### src/supervisor_pkg.sv
// Package for the speed limit supervisor: widths, delay defaults, modes, states, carriers.
// Assumes one 40 MHz clock; delays are given in ms and converted to clock cycles.
package supervisor_pkg;
   // ==========================================================================
   // Clock and timing
   localparam int          CLK_HZ                  = 40_000_000;
   localparam int          LIMIT_TIME_DELAY_MS     = 1000;
   localparam int          MODULATION_OFF_DELAY_MS = 200;
   localparam int          TIME_TO_ZERO_DELAY_MS   = 2000;
   localparam int          CYCLES_PER_MS           = CLK_HZ / 1000;
   localparam int          LIMIT_TIME_CYCLES       = LIMIT_TIME_DELAY_MS * CYCLES_PER_MS;
   localparam int          MOD_OFF_CYCLES          = MODULATION_OFF_DELAY_MS * CYCLES_PER_MS;
   localparam int          ZERO_SPEED_CYCLES       = TIME_TO_ZERO_DELAY_MS * CYCLES_PER_MS;
   localparam int          TIMER_W                 = 32;
   localparam int          SPEED_W                 = 16;
   localparam int          SET_COUNT               = 4;
   localparam int          SET_SEL_W               = 2;

   // ==========================================================================
   // Modulation loss reaction
   typedef enum logic [0:0] {
      REACT_MOD_OFF_DELAY = 1'b0,
      REACT_MONITORING    = 1'b1
   } modulation_loss_reaction_t;

   // ==========================================================================
   // Supervision states
   typedef enum logic [1:0] {
      ST_IDLE    = 2'b00,
      ST_RAMP    = 2'b01,
      ST_MONITOR = 2'b10,
      ST_STOPPED = 2'b11
   } sup_state_t;

   // ==========================================================================
   // Carriers
   typedef struct packed {
      logic [SPEED_W-1:0] speed_limit;
      logic [SPEED_W-1:0] trip_limit;
   } limits_t;

   typedef struct packed {
      logic                 emergency_stop_function;
      logic                 torque_off;
      logic [SET_COUNT-1:0] limit_indication;
   } outputs_t;
endpackage : supervisor_pkg

### src/delay_timer.sv
// Loadable down-counting delay timer.
// Assumes start and stop are synchronous one-cycle or level requests.
`timescale 1ns/1ps
module delay_timer #(
   parameter int W = 32
) (
   input  wire logic         clk,
   input  wire logic         rst_n,
   input  wire logic         start,
   input  wire logic         stop,
   input  wire logic [W-1:0] duration,
   output logic              running,
   output logic              expired
);
   logic [W-1:0] count_reg;

   // ==========================================================================
   // Counter
   always_ff @(posedge clk or negedge rst_n) begin
      if (!rst_n) begin
         count_reg <= '0;
         running   <= 1'b0;
         expired   <= 1'b0;
      end else if (stop) begin
         running   <= 1'b0;
         expired   <= 1'b0;
      end else if (start) begin
         count_reg <= duration;
         running   <= 1'b1;
         expired   <= 1'b0;
      end else if (running) begin
         if (count_reg <= W'(1)) begin
            running <= 1'b0;
            expired <= 1'b1;
         end else begin
            count_reg <= count_reg - W'(1);
         end
      end
   end
endmodule : delay_timer

### src/speed_limit_modloss_supervisor.sv
// Speed limit supervision during deceleration with modulation loss handling.
// Assumes all inputs synchronous to clk; speed is an unsigned magnitude.
// Functional notes
// - Request with speed above trip limit starts the limit time delay.
// - Modulation loss reaction selects off-delay mode or monitoring mode.
// - In off-delay mode modulation loss starts the modulation off delay.
// - Modulation returning within off delay avoids torque off; ramp continues.
// - Monitoring begins once speed falls below midway monitoring threshold.
// - Monitoring begins at the latest when the limit time delay expires.
// - Monitoring start asserts indication of the active one of four sets.
// - In monitoring mode loss freezes speed estimate and starts zero-speed delay.
// - Loss persisting and held speed above trip at delay expiry: emergency stop.
// - Emergency stop during modulation loss requests torque off directly.
// - Modulation back before expiry: drive decelerates; trip still checked at expiry.
// - In monitoring mode, lasting loss sets indication after zero-speed delay.
// - Off delay expiring without modulation activates torque off and indication.
`timescale 1ns/1ps
module speed_limit_modloss_supervisor #(
   parameter int LIMIT_TIME_CYCLES = supervisor_pkg::LIMIT_TIME_CYCLES,
   parameter int MOD_OFF_CYCLES    = supervisor_pkg::MOD_OFF_CYCLES,
   parameter int ZERO_SPEED_CYCLES = supervisor_pkg::ZERO_SPEED_CYCLES
) (
   input  wire logic                                     clk,
   input  wire logic                                     rst_n,
   input  wire logic                                     speed_limit_request,
   input  wire logic [supervisor_pkg::SET_SEL_W-1:0]     limit_set_select,
   input  wire supervisor_pkg::limits_t                  limits,
   input  wire logic [supervisor_pkg::SPEED_W-1:0]       motor_speed,
   input  wire logic                                     modulation_on,
   input  wire supervisor_pkg::modulation_loss_reaction_t modulation_loss_reaction,
   output logic                                          emergency_stop_function,
   output logic                                          torque_off,
   output logic                                          torque_off_indication,
   output logic                                          limit_indication_set1,
   output logic                                          limit_indication_set2,
   output logic                                          limit_indication_set3,
   output logic                                          limit_indication_set4,
   output logic                                          speed_estimate_frozen
);
   localparam int W = supervisor_pkg::TIMER_W;
   localparam int S = supervisor_pkg::SPEED_W;

   supervisor_pkg::sup_state_t state_reg;
   supervisor_pkg::outputs_t   out_reg;
   logic [S-1:0]               speed_est_reg;
   logic                       mod_on_d_reg;
   logic [S:0]                 threshold_sum;
   logic [S-1:0]               mon_threshold;
   logic                       request_start;
   logic                       mod_lost_evt;
   logic                       mod_back_evt;
   logic                       lt_exp;
   logic                       mo_exp;
   logic                       zs_exp;
   logic                       mo_run;
   logic                       zs_run;
   logic                       active;
   logic                       trip_now;
   logic                       begin_monitor;

   // ==========================================================================
   // Event decode
   assign active        = (state_reg == supervisor_pkg::ST_RAMP);
   assign request_start = speed_limit_request && (state_reg == supervisor_pkg::ST_IDLE)
                          && (motor_speed > limits.trip_limit);
   // Loss only counts in the ramp phase; later losses are left to the drive
   assign mod_lost_evt  = active && mod_on_d_reg && !modulation_on;
   assign mod_back_evt  = !mod_on_d_reg && modulation_on;
   // Midway threshold; extra bit keeps the sum from wrapping
   assign threshold_sum = {1'b0, limits.speed_limit} + {1'b0, limits.trip_limit};
   assign mon_threshold = threshold_sum[S:1];
   assign trip_now      = speed_est_reg > limits.trip_limit;
   // Speed relies on the drive ramping down on its own
   assign begin_monitor = active && (((speed_est_reg < mon_threshold) && !trip_now)
                          || (lt_exp && !trip_now));

   // ==========================================================================
   // Timers
   // Expired flags stay set until the request drops, the timer reloads or, for the off-delay and zero-speed timers, modulation returns
   delay_timer #(.W(W)) limit_timer (
      .clk      (clk),
      .rst_n    (rst_n),
      .start    (request_start),
      .stop     (!speed_limit_request),
      .duration (W'(LIMIT_TIME_CYCLES)),
      .running  (),
      .expired  (lt_exp)
   );

   delay_timer #(.W(W)) mod_off_timer (
      .clk      (clk),
      .rst_n    (rst_n),
      .start    (mod_lost_evt &&
                 modulation_loss_reaction == supervisor_pkg::REACT_MOD_OFF_DELAY),
      .stop     (mod_back_evt || !speed_limit_request),
      .duration (W'(MOD_OFF_CYCLES)),
      .running  (mo_run),
      .expired  (mo_exp)
   );

   delay_timer #(.W(W)) zero_speed_timer (
      .clk      (clk),
      .rst_n    (rst_n),
      .start    (mod_lost_evt),
      .stop     (mod_back_evt || !speed_limit_request),
      .duration (W'(ZERO_SPEED_CYCLES)),
      .running  (zs_run),
      .expired  (zs_exp)
   );

   // ==========================================================================
   // Modulation edge and speed estimate
   always_ff @(posedge clk or negedge rst_n) begin
      if (!rst_n) begin
         mod_on_d_reg <= 1'b1;
      end else begin
         mod_on_d_reg <= modulation_on;
      end
   end

   // Frozen only in monitoring mode; off-delay mode keeps following the input
   always_ff @(posedge clk or negedge rst_n) begin
      if (!rst_n) begin
         speed_est_reg         <= '0;
         speed_estimate_frozen <= 1'b0;
      end else if (modulation_on || !speed_limit_request) begin
         speed_est_reg         <= motor_speed;
         speed_estimate_frozen <= 1'b0;
      end else if (modulation_loss_reaction == supervisor_pkg::REACT_MONITORING
                   && active) begin
         speed_estimate_frozen <= 1'b1;
      end else if (!speed_estimate_frozen) begin
         speed_est_reg <= motor_speed;
      end
   end

   // ==========================================================================
   // Supervision state
   always_ff @(posedge clk or negedge rst_n) begin
      if (!rst_n) begin
         state_reg <= supervisor_pkg::ST_IDLE;
      end else if (!speed_limit_request) begin
         state_reg <= supervisor_pkg::ST_IDLE;
      end else begin
         case (state_reg)
            supervisor_pkg::ST_IDLE: begin
               if (request_start) begin
                  state_reg <= supervisor_pkg::ST_RAMP;
               end else begin
                  state_reg <= supervisor_pkg::ST_MONITOR;
               end
            end
            supervisor_pkg::ST_RAMP: begin
               if (lt_exp && trip_now) begin
                  state_reg <= supervisor_pkg::ST_STOPPED;
               end else if (mo_exp) begin
                  state_reg <= supervisor_pkg::ST_STOPPED;
               end else if (begin_monitor || zs_exp) begin
                  state_reg <= supervisor_pkg::ST_MONITOR;
               end
            end
            supervisor_pkg::ST_MONITOR: begin
               if (trip_now && modulation_on) begin
                  state_reg <= supervisor_pkg::ST_STOPPED;
               end
            end
            supervisor_pkg::ST_STOPPED: begin
               state_reg <= supervisor_pkg::ST_STOPPED;
            end
            default: begin
               state_reg <= supervisor_pkg::ST_IDLE;
            end
         endcase
      end
   end

   // ==========================================================================
   // Outputs; held until the request drops, since stops are latched
   always_ff @(posedge clk or negedge rst_n) begin
      if (!rst_n) begin
         out_reg               <= '0;
         torque_off_indication <= 1'b0;
      end else if (!speed_limit_request) begin
         out_reg               <= '0;
         torque_off_indication <= 1'b0;
      end else begin
         if (active && lt_exp && trip_now) begin
            // Trip check also applies once modulation has returned
            out_reg.emergency_stop_function <= 1'b1;
            if (!modulation_on) begin
               out_reg.torque_off    <= 1'b1;
               torque_off_indication <= 1'b1;
            end
         end
         if (state_reg == supervisor_pkg::ST_MONITOR && trip_now && modulation_on) begin
            out_reg.emergency_stop_function <= 1'b1;
         end
         if (active && mo_exp) begin
            out_reg.torque_off    <= 1'b1;
            torque_off_indication <= 1'b1;
         end
         if ((active && begin_monitor) || zs_exp) begin
            out_reg.limit_indication <= supervisor_pkg::SET_COUNT'(1) << limit_set_select;
         end
         if (state_reg == supervisor_pkg::ST_IDLE && !request_start) begin
            out_reg.limit_indication <= supervisor_pkg::SET_COUNT'(1) << limit_set_select;
         end
      end
   end

   assign emergency_stop_function = out_reg.emergency_stop_function;
   assign torque_off              = out_reg.torque_off;
   assign limit_indication_set1   = out_reg.limit_indication[0];
   assign limit_indication_set2   = out_reg.limit_indication[1];
   assign limit_indication_set3   = out_reg.limit_indication[2];
   assign limit_indication_set4   = out_reg.limit_indication[3];

   // Unused in this variant: running flags kept for visibility of timer status
   logic unused_run;
   assign unused_run = mo_run ^ zs_run;
endmodule : speed_limit_modloss_supervisor

### config.mk
export PLATFORM = sky130hd
export DESIGN_NAME = speed_limit_modloss_supervisor
export DESIGN_NICKNAME = d
export VERILOG_FILES = /design/src/supervisor_pkg.sv /design/src/delay_timer.sv /design/src/speed_limit_modloss_supervisor.sv
export SDC_FILE = /design/constraint.sdc
export NUM_CORES = 1
export LEC_CHECK = 0
export ABC_AREA = 1
export BUFFER_PORTS_ARGS = -buffer_cell sky130_fd_sc_hd__buf_2
export CORE_MARGIN = 2
export CORE_UTILIZATION = 60
export CTS_CLUSTER_SIZE = 12
export DETAILED_ROUTE_END_ITERATION = 16
export GPL_TIMING_DRIVEN = 0
export PLACE_DENSITY = 0.83
export SETUP_SLACK_MARGIN = 0.15
export SKIP_LAST_GASP = 1
export SYNTH_ARGS = -nofsm -noshare
export SYNTH_HDL_FRONTEND = slang
export SYNTH_SLANG_ARGS = --single-unit
### constraint.sdc
create_clock -name clk -period 2.13 [get_ports clk]
set_input_delay 0.1065 -clock clk [delete_from_list [all_inputs] [get_ports clk]]
set_output_delay 0.1065 -clock clk [all_outputs]
set_load 0.1 [all_outputs]
* Word-level counts from Yosys, hierarchy flattened
Cells that the tools add are included.
** Storage, ports and cells
- Register bits :: 129
- Logic and storage cells :: 148
- Output and inout port bits :: 8
** Cells by class
- Reduce and logical (&&, ||, !) cells :: 47
- Order comparisons :: 6
- Bitwise operators :: 2
- Shifts and indexed selects :: 1
- Mux-type cells :: 55
- Equality and inequality tests :: 16
- $add $sub $neg :: 4
** Operator list (count)
- 32-bit 2-to-1 mux :: 9
- 32-bit by 1-bit <= comparator with 1-bit output, second input constant :: 3
- 32-bit by 1-bit subtractor with 32-bit output, second input constant :: 3
- 16-bit 2-to-1 mux :: 3
- 16-bit greater-than comparator :: 2
- 1-bit 2-to-1 mux :: 32
- 1-bit logical AND :: 19
- 16-bit by 16-bit adder with 17-bit output :: 1
- 16-bit < comparator :: 1
- 3-bit by 1-bit inequality test with 1-bit output, second input constant :: 5
- 2-bit 2-to-1 mux :: 7
- 2-bit AND reduction :: 6
- 3-bit nonzero test :: 4
- 3-bit AND reduction :: 3
- 4-bit 2-to-1 mux :: 2
- 2-bit case mux with 4 select lines :: 1
- 2-bit nonzero test :: 4
- 6-bit 2-to-1 mux :: 1
- 2-bit inequality test, second input constant :: 3
- 1-bit zero test :: 5
- 1-bit logical OR :: 5
- 5-bit by 2-bit inequality test with 1-bit output, second input constant :: 1
- 2-bit == test, second input constant :: 2
- 2-bit by 1-bit inequality test with 1-bit output, second input constant :: 2
- 6 further kinds :: 7

* Depth between registers and ports, before layout
- Word-level depth :: 11
- Depth in mapped cells :: 21

* Modules after synthesis
A second synthesis with hierarchy kept.
** Second synthesis, totals
- Cell total of the unflattened synthesis :: 1735
- Area total of the unflattened synthesis :: 11039.3 um2
** By module, submodules not included
- delay_timer :: area an instance 2671.3 um2, times used 3, sequential area each 850.8 um2, cells an instance 439
- speed_limit_modloss_supervisor :: area an instance 3025.4 um2, times used 1, sequential area each 651.9 um2, cells an instance 418

* Worst setup path after synthesis
No wires, ideal clock.
- Path type :: in2reg
- From :: input port limits[1] in the netlist's numbering
- To :: register out_reg, in the netlist limit_indication_set1
- Setup time :: 0.121 ns
- Stages on the path :: 20
- Buffers on the path :: 0
- Arrival :: 2.630 ns
- Setup slack :: -0.621 ns
- Path through :: inv_1 -> fa_1 -> nand3b_1 -> nand2_1 -> nand2_1 -> nand2_1 -> o21ai_0 -> o21ai_0 -> a21oi_1 -> xor2_1 -> ha_1 -> nand3_1 -> a31oi_1 -> nor2_1 -> nand2_1 -> nand2_1 -> nand2_1 -> nand3_1 -> nand2_1 -> nand2_1
** On the way
- Cells in the longest elaborated chain, start to end :: 8
- Elaborated cells between the ends (all ways) :: 17
- Classes of those cells :: 1 x add/sub; 3 x order compare; 1 x eq/ne; 2 x mux; 10 x reduce/logical
** Ends and longest elaborated chain
- start, declared :: line speed_limit_modloss_supervisor.sv:27 : input wire supervisor_pkg::limits_t limits,
- 16-bit by 16-bit adder with 17-bit output or 16-bit greater-than comparator (tied branches) :: line speed_limit_modloss_supervisor.sv:70, speed_limit_modloss_supervisor.sv:72
- 16-bit < comparator or 1-bit zero test (tied branches) :: line speed_limit_modloss_supervisor.sv:74, speed_limit_modloss_supervisor.sv:75
- 1-bit logical AND (on tied branches) :: line speed_limit_modloss_supervisor.sv:74, speed_limit_modloss_supervisor.sv:75
- 1-bit logical OR :: line speed_limit_modloss_supervisor.sv:75 : || (lt_exp && !trip_now));
- 1-bit logical AND :: line speed_limit_modloss_supervisor.sv:74 : assign begin_monitor = active && (((speed_est_reg < mon_threshold) && !trip_now)
- 1-bit logical AND :: line speed_limit_modloss_supervisor.sv:202 : if ((active && begin_monitor) || zs_exp) begin
- 1-bit logical OR :: line speed_limit_modloss_supervisor.sv:202
- 3-bit by 1-bit inequality test with 1-bit output (no line)
- end, declared :: line speed_limit_modloss_supervisor.sv:44 : supervisor_pkg::outputs_t out_reg;
Several ways; a longest one is shown, not always the timed one.
A chain may end at the register's enable or synchronous reset.

* Worst setup path in the final report
- From :: input port limits[17] in the netlist's numbering
- To :: register state_reg[0]
** On the way
- Cells in the longest elaborated chain, start to end :: 8
** Ends and longest elaborated chain
- 16-bit by 16-bit adder with 17-bit output :: line speed_limit_modloss_supervisor.sv:70 : assign threshold_sum = {1'b0, limits.speed_limit} + {1'b0, limits.trip_limit};
- 16-bit < comparator :: line speed_limit_modloss_supervisor.sv:74
- 1-bit logical AND :: line speed_limit_modloss_supervisor.sv:74
- 1-bit logical OR :: line speed_limit_modloss_supervisor.sv:75
- 1-bit logical AND :: line speed_limit_modloss_supervisor.sv:74
- 1-bit logical OR :: line speed_limit_modloss_supervisor.sv:158 : end else if (begin_monitor || zs_exp) begin
- 5-bit by 2-bit inequality test with 1-bit output (no line)
- 2-bit AND reduction (no line)
- end signal, assigned :: line speed_limit_modloss_supervisor.sv:157 : state_reg <= supervisor_pkg::ST_STOPPED;
- end signal, assigned :: line speed_limit_modloss_supervisor.sv:159 : state_reg <= supervisor_pkg::ST_MONITOR;
- end signal, assigned :: line speed_limit_modloss_supervisor.sv:164 : state_reg <= supervisor_pkg::ST_STOPPED;
- end, declared :: line speed_limit_modloss_supervisor.sv:43 : supervisor_pkg::sup_state_t state_reg;
No other way between the ends.

==> run_summary.xml <==
<?xml version="1.0" encoding="UTF-8"?>
<metrics>
  <group name="outcome">
    <metric name="outcome" unit="">finished with violations</metric>
    <metric name="failed_checks" unit="">setup timing</metric>
  </group>
  <group name="power">
    <metric name="pwr_density_cell" unit="nW/um^2">1098</metric>
    <metric name="clkPwrFrac" unit="">0.216</metric>
    <metric name="switching_share" unit="">0.4539</metric>
    <metric name="power_report.internal_total" unit="mW">7.196</metric>
    <metric name="comb_pwr_share" unit="">0.468</metric>
    <metric name="sequentialPowerShare" unit="">0.316</metric>
    <metric name="worst_ir_drop_vdd" unit="V">0.0007946</metric>
    <metric name="leakage" unit="nW">5.962</metric>
    <metric name="switchingPower" unit="mW">5.982</metric>
  </group>
  <group name="sta">
    <metric name="setup_violations" unit="">6</metric>
    <metric name="worst_hold_slack" unit="ns">0.05926</metric>
    <metric name="timing.final.crit_share" unit="">1.129</metric>
    <metric name="timing.clock.skew" unit="ns">0.005850</metric>
    <metric name="timing.final.crit_period" unit="ns">2.405</metric>
    <metric name="slew_headroom" unit="">0.5483</metric>
    <metric name="grt_setup_unrepaired" unit="">yes</metric>
    <metric name="final_max_slew_viol_count" unit="">0</metric>
    <metric name="clock.fmax" unit="GHz">0.4158</metric>
    <metric name="final.setup.worst_slack" unit="ns">-0.2750</metric>
    <metric name="worst_slew_pin_slew" unit="ns">0.6714</metric>
    <metric name="timing_hold_violations_final" unit="">0</metric>
  </group>
  <group name="yosys">
    <metric name="synth_top_cells_by_area" unit="">sky130_fd_sc_hd__dfrtp_1 33%, sky130_fd_sc_hd__nand2_1 15%, sky130_fd_sc_hd__ha_1 8.9%</metric>
    <metric name="synth-warning-count" unit="">0</metric>
    <metric name="mappedNetlistNets" unit="">1470</metric>
    <metric name="synth_async_sr_flop_share" unit="">1.000</metric>
    <metric name="mappedNetlistArea" unit="um^2">9509</metric>
    <metric name="synth_sequential_area_ratio" unit="">0.3370</metric>
    <metric name="synth-main-ff-cell" unit="">sky130_fd_sc_hd__dfrtp_1</metric>
    <metric name="post_synth_inst_count" unit="">1346</metric>
    <metric name="avgSynthCellArea" unit="um^2">7.065</metric>
    <metric name="yosys.cell_types.count" unit="">44</metric>
    <metric name="commonest_cells_in_the_netlist" unit="">383 x sky130_fd_sc_hd__nand2_1, 211 x sky130_fd_sc_hd__nor2_1, 127 x sky130_fd_sc_hd__dfrtp_1</metric>
    <metric name="postSynthRegisterBits" unit="">128</metric>
    <metric name="synth-edff-count" unit="">0</metric>
    <metric name="area_leader_netlist" unit="">sky130_fd_sc_hd__dfrtp_1</metric>
    <metric name="portion_of_synthesized_cell_area_occupied_by_the_leading_cell_type" unit="">0.3342</metric>
    <metric name="yosys.cell_count.top_type" unit="">sky130_fd_sc_hd__nand2_1</metric>
  </group>
  <group name="die">
    <metric name="coreArea" unit="um^2">15710</metric>
    <metric name="die_area" unit="um^2">16870</metric>
    <metric name="row_count" unit="">46</metric>
    <metric name="die_y" unit="um">129.9</metric>
    <metric name="die_w" unit="um">129.9</metric>
    <metric name="initial_core_util" unit="">0.6052</metric>
    <metric name="pin_count" unit="">63</metric>
  </group>
  <group name="clock_network">
    <metric name="maximum_root_to_sink_buffer_count" unit="">2</metric>
    <metric name="cts-htree-levels" unit="">4</metric>
    <metric name="cts_num_sinks" unit="">128</metric>
    <metric name="root_buffer_cell" unit="">sky130_fd_sc_hd__clkbuf_16</metric>
    <metric name="clock_insertion_delay_worst_skew" unit="ns">0.43</metric>
    <metric name="tritoncts" unit="">built</metric>
    <metric name="cts.reportedPaths.clkPinSlew" unit="ns">0.06</metric>
    <metric name="total_cts_buffers" unit="">17</metric>
  </group>
  <group name="drt">
    <metric name="post-route-drc-count" unit="">0</metric>
    <metric name="antenna_violating_nets_post_route" unit="">0</metric>
    <metric name="drtIter0Drc" unit="">815</metric>
    <metric name="vias_per_cell" unit="">5.651</metric>
    <metric name="drt_wl_total" unit="mm">28.25</metric>
    <metric name="post_drt_wl_per_cell" unit="um">16.41</metric>
    <metric name="vias" unit="">9726</metric>
    <metric name="detailedRoute.firstPassIterationCount" unit="">6</metric>
  </group>
  <group name="worst_setup_path">
    <metric name="kind_of_critical_path" unit="">in2reg</metric>
    <metric name="kind_of_launch_point_of_the_worst_setup_path" unit="">primary input</metric>
    <metric name="crit_path_end_kind" unit="">flop</metric>
    <metric name="crit_required" unit="ns">2.44</metric>
    <metric name="critical_path_arrival" unit="ns">2.71</metric>
    <metric name="path_max_fanout" unit="">6</metric>
  </group>
  <group name="grt">
    <metric name="grt_util_met3" unit="">0.06150</metric>
    <metric name="global_route_wire_length_before_repair" unit="mm">42.39</metric>
    <metric name="grtUsageTotal" unit="">0.3187</metric>
    <metric name="grt_start_max_net_pins" unit="">100</metric>
    <metric name="globalRoute.totalOverflow" unit="">0</metric>
    <metric name="antenna_found_initial" unit="">1</metric>
    <metric name="grt_util_met2" unit="">0.5196</metric>
    <metric name="groute.layer.met1.usage" unit="">0.4238</metric>
    <metric name="vias_in_the_first_global_route" unit="">8958</metric>
    <metric name="grt_most_used_layer" unit="">met2</metric>
  </group>
  <group name="cells_and_area">
    <metric name="post-route-util" unit="">0.7636</metric>
    <metric name="postLayoutCellArea" unit="um^2">12000</metric>
    <metric name="final_nets" unit="">1615</metric>
    <metric name="layout-drive-gt1-share" unit="">0.2008</metric>
    <metric name="layout-area-overhead-vs-synth" unit="%">26.17</metric>
  </group>
  <group name="hold_path">
    <metric name="min-delay-path-class" unit="">in2reg</metric>
  </group>
  <group name="placed_design">
    <metric name="post-place-ws" unit="ns">-1.043</metric>
    <metric name="globalplace.congestion" unit="">0.9845</metric>
    <metric name="post-dp-hpwl" unit="mm">18.41</metric>
    <metric name="port_buffers" unit="">61</metric>
    <metric name="post_dp_cell_area" unit="um^2">10150</metric>
  </group>
  <group name="job">
    <metric name="max_cap_violations" unit="">0</metric>
  </group>
</metrics>
-- stage by stage --
step           setup TNS [ns]  total power [mW]  cells
4_1_cts                -1.022             12.21   1692
2_1_floorplan          -1.975             7.837   1346
3_5_place_dp           -14.83             9.091   1624
3_3_place_gp          -106.10             8.932   1623
6_report               -1.531             13.18   1721
5_1_grt                -2.688             14.06   1720
-- kinds of logic (layout without fill, tap and decap cells) --
kind of cell,after synthesis,count (layout),share of synthesized area
xor+xnor,90,90,0.08289
fa+ha+maj,69,69,0.09158
buf+inv,152,309,0.06855
simple gates,750,751,0.3278
other cells,0,1,0
compound gates,157,157,0.09224
flops,128,128,0.3370
-- layout by cell type, fill, tap and decap left out, types with 5 or more instances in the layout --
cell type / synthesis / layout
sky130_fd_sc_hd__a21oi_1: 39 / 35
sky130_fd_sc_hd__a21oi_2: 2 / 5
sky130_fd_sc_hd__buf_12: 0 / 6
sky130_fd_sc_hd__buf_2: 8 / 61
sky130_fd_sc_hd__buf_4: 6 / 36
sky130_fd_sc_hd__buf_6: 6 / 9
sky130_fd_sc_hd__buf_8: 0 / 7
sky130_fd_sc_hd__clkbuf_16: 0 / 23
sky130_fd_sc_hd__clkbuf_2: 1 / 5
sky130_fd_sc_hd__clkinv_2: 0 / 7
sky130_fd_sc_hd__dfrtp_1: 127 / 123
sky130_fd_sc_hd__dlygate4sd3_1: 0 / 21
sky130_fd_sc_hd__ha_1: 68 / 63
sky130_fd_sc_hd__inv_1: 115 / 107
sky130_fd_sc_hd__inv_2: 5 / 10
sky130_fd_sc_hd__nand2_1: 383 / 338
sky130_fd_sc_hd__nand2_2: 2 / 34
sky130_fd_sc_hd__nand2_4: 1 / 13
sky130_fd_sc_hd__nand3_1: 72 / 69
sky130_fd_sc_hd__nand4_1: 35 / 35
sky130_fd_sc_hd__nor2_1: 211 / 195
sky130_fd_sc_hd__nor2_2: 5 / 17
sky130_fd_sc_hd__nor2_4: 1 / 5
sky130_fd_sc_hd__nor3_1: 22 / 17
sky130_fd_sc_hd__o21ai_0: 57 / 35
sky130_fd_sc_hd__o21ai_1: 25 / 36
sky130_fd_sc_hd__o21ai_2: 0 / 10
sky130_fd_sc_hd__o31ai_1: 13 / 11
sky130_fd_sc_hd__or2_2: 9 / 7
sky130_fd_sc_hd__xnor2_1: 18 / 17
sky130_fd_sc_hd__xor2_1: 72 / 72
-- power by group through the flow --
stage                     clock [mW]  combinational [mW]  sequential, mW
final                           2.84                6.17            4.16
after global routing            2.97                6.84            4.26
after CTS                       2.84                5.33            4.04
after detailed placement           0                5.05            4.04
after global placement             0                4.90            4.03
after floorplan                    0                3.97            3.87
-- timing repair --
item,4_1_cts,5_1_grt
setup endpoints to repair,105,103
buffers inserted,15,21
pin swaps,21,35
endpoints found under the hold margin,97,0
resized for setup,47,152
hold buffers,21,0
cloned,0,7
-- critical path: stages --
cell                       delay [ns]
sky130_fd_sc_hd__buf_8           0.08
sky130_fd_sc_hd__inv_4           0.03
sky130_fd_sc_hd__fa_2            0.38
sky130_fd_sc_hd__nand3b_1        0.18
sky130_fd_sc_hd__nand2_2         0.11
sky130_fd_sc_hd__nand2_1         0.06
sky130_fd_sc_hd__nand2_1         0.07
sky130_fd_sc_hd__o21ai_2         0.07
sky130_fd_sc_hd__o21ai_2         0.23
sky130_fd_sc_hd__buf_4           0.16
sky130_fd_sc_hd__xnor2_2         0.10
sky130_fd_sc_hd__ha_1            0.26
sky130_fd_sc_hd__nand2_1         0.07
sky130_fd_sc_hd__inv_1           0.05
sky130_fd_sc_hd__nor3_2          0.15
sky130_fd_sc_hd__nand2_1         0.07
sky130_fd_sc_hd__nand2_1         0.07
sky130_fd_sc_hd__nand2_2         0.07
sky130_fd_sc_hd__nand2_2         0.09
sky130_fd_sc_hd__nand2_4         0.08
sky130_fd_sc_hd__nand3b_1        0.15
sky130_fd_sc_hd__o21ai_1         0.09
-- final cells by class --
| class | count | area [um^2] |
|---|---|---|
| multi-input combinational | 1067 | 6141 |
| sequential | 128 | 3209 |
| buffer | 31 | 272.8 |
| clock inverter | 11 | 87.58 |
| tap | 216 | 270.3 |
| fill | 1131 | 3715 |
| timing repair buffer | 125 | 1057 |
| antenna | 1 | 2.502 |
| inverter | 121 | 476.7 |
| clock buffer | 21 | 480.5 |
-- routing by layer --
metal / share of wire / vias up
met5: 0 / -
met4: 0.032 / 0
met3: 0.070 / 92
met2: 0.48 / 440
met1: 0.42 / 4526
li1: - / 4668
-- worst paths after layout --
check,endpoint,start,slack [ns],cells after the start
setup / recovery,state_reg[0],limits[17],-0.28,22
hold / removal,torque_off_indication,speed_limit_request,0.06,2
setup reg to reg,limit_timer.count_reg[24],limit_timer.count_reg[20],0.03,12
hold reg to reg,zero_speed_timer.expired,zero_speed_timer.expired,0.51,2
max in group asynchronous,limit_timer.count_reg[16],rst_n,1.20,3
min in group asynchronous,mod_off_timer.count_reg[20],rst_n,0.13,2
Note: power is estimated with default switching activity, not from simulation.
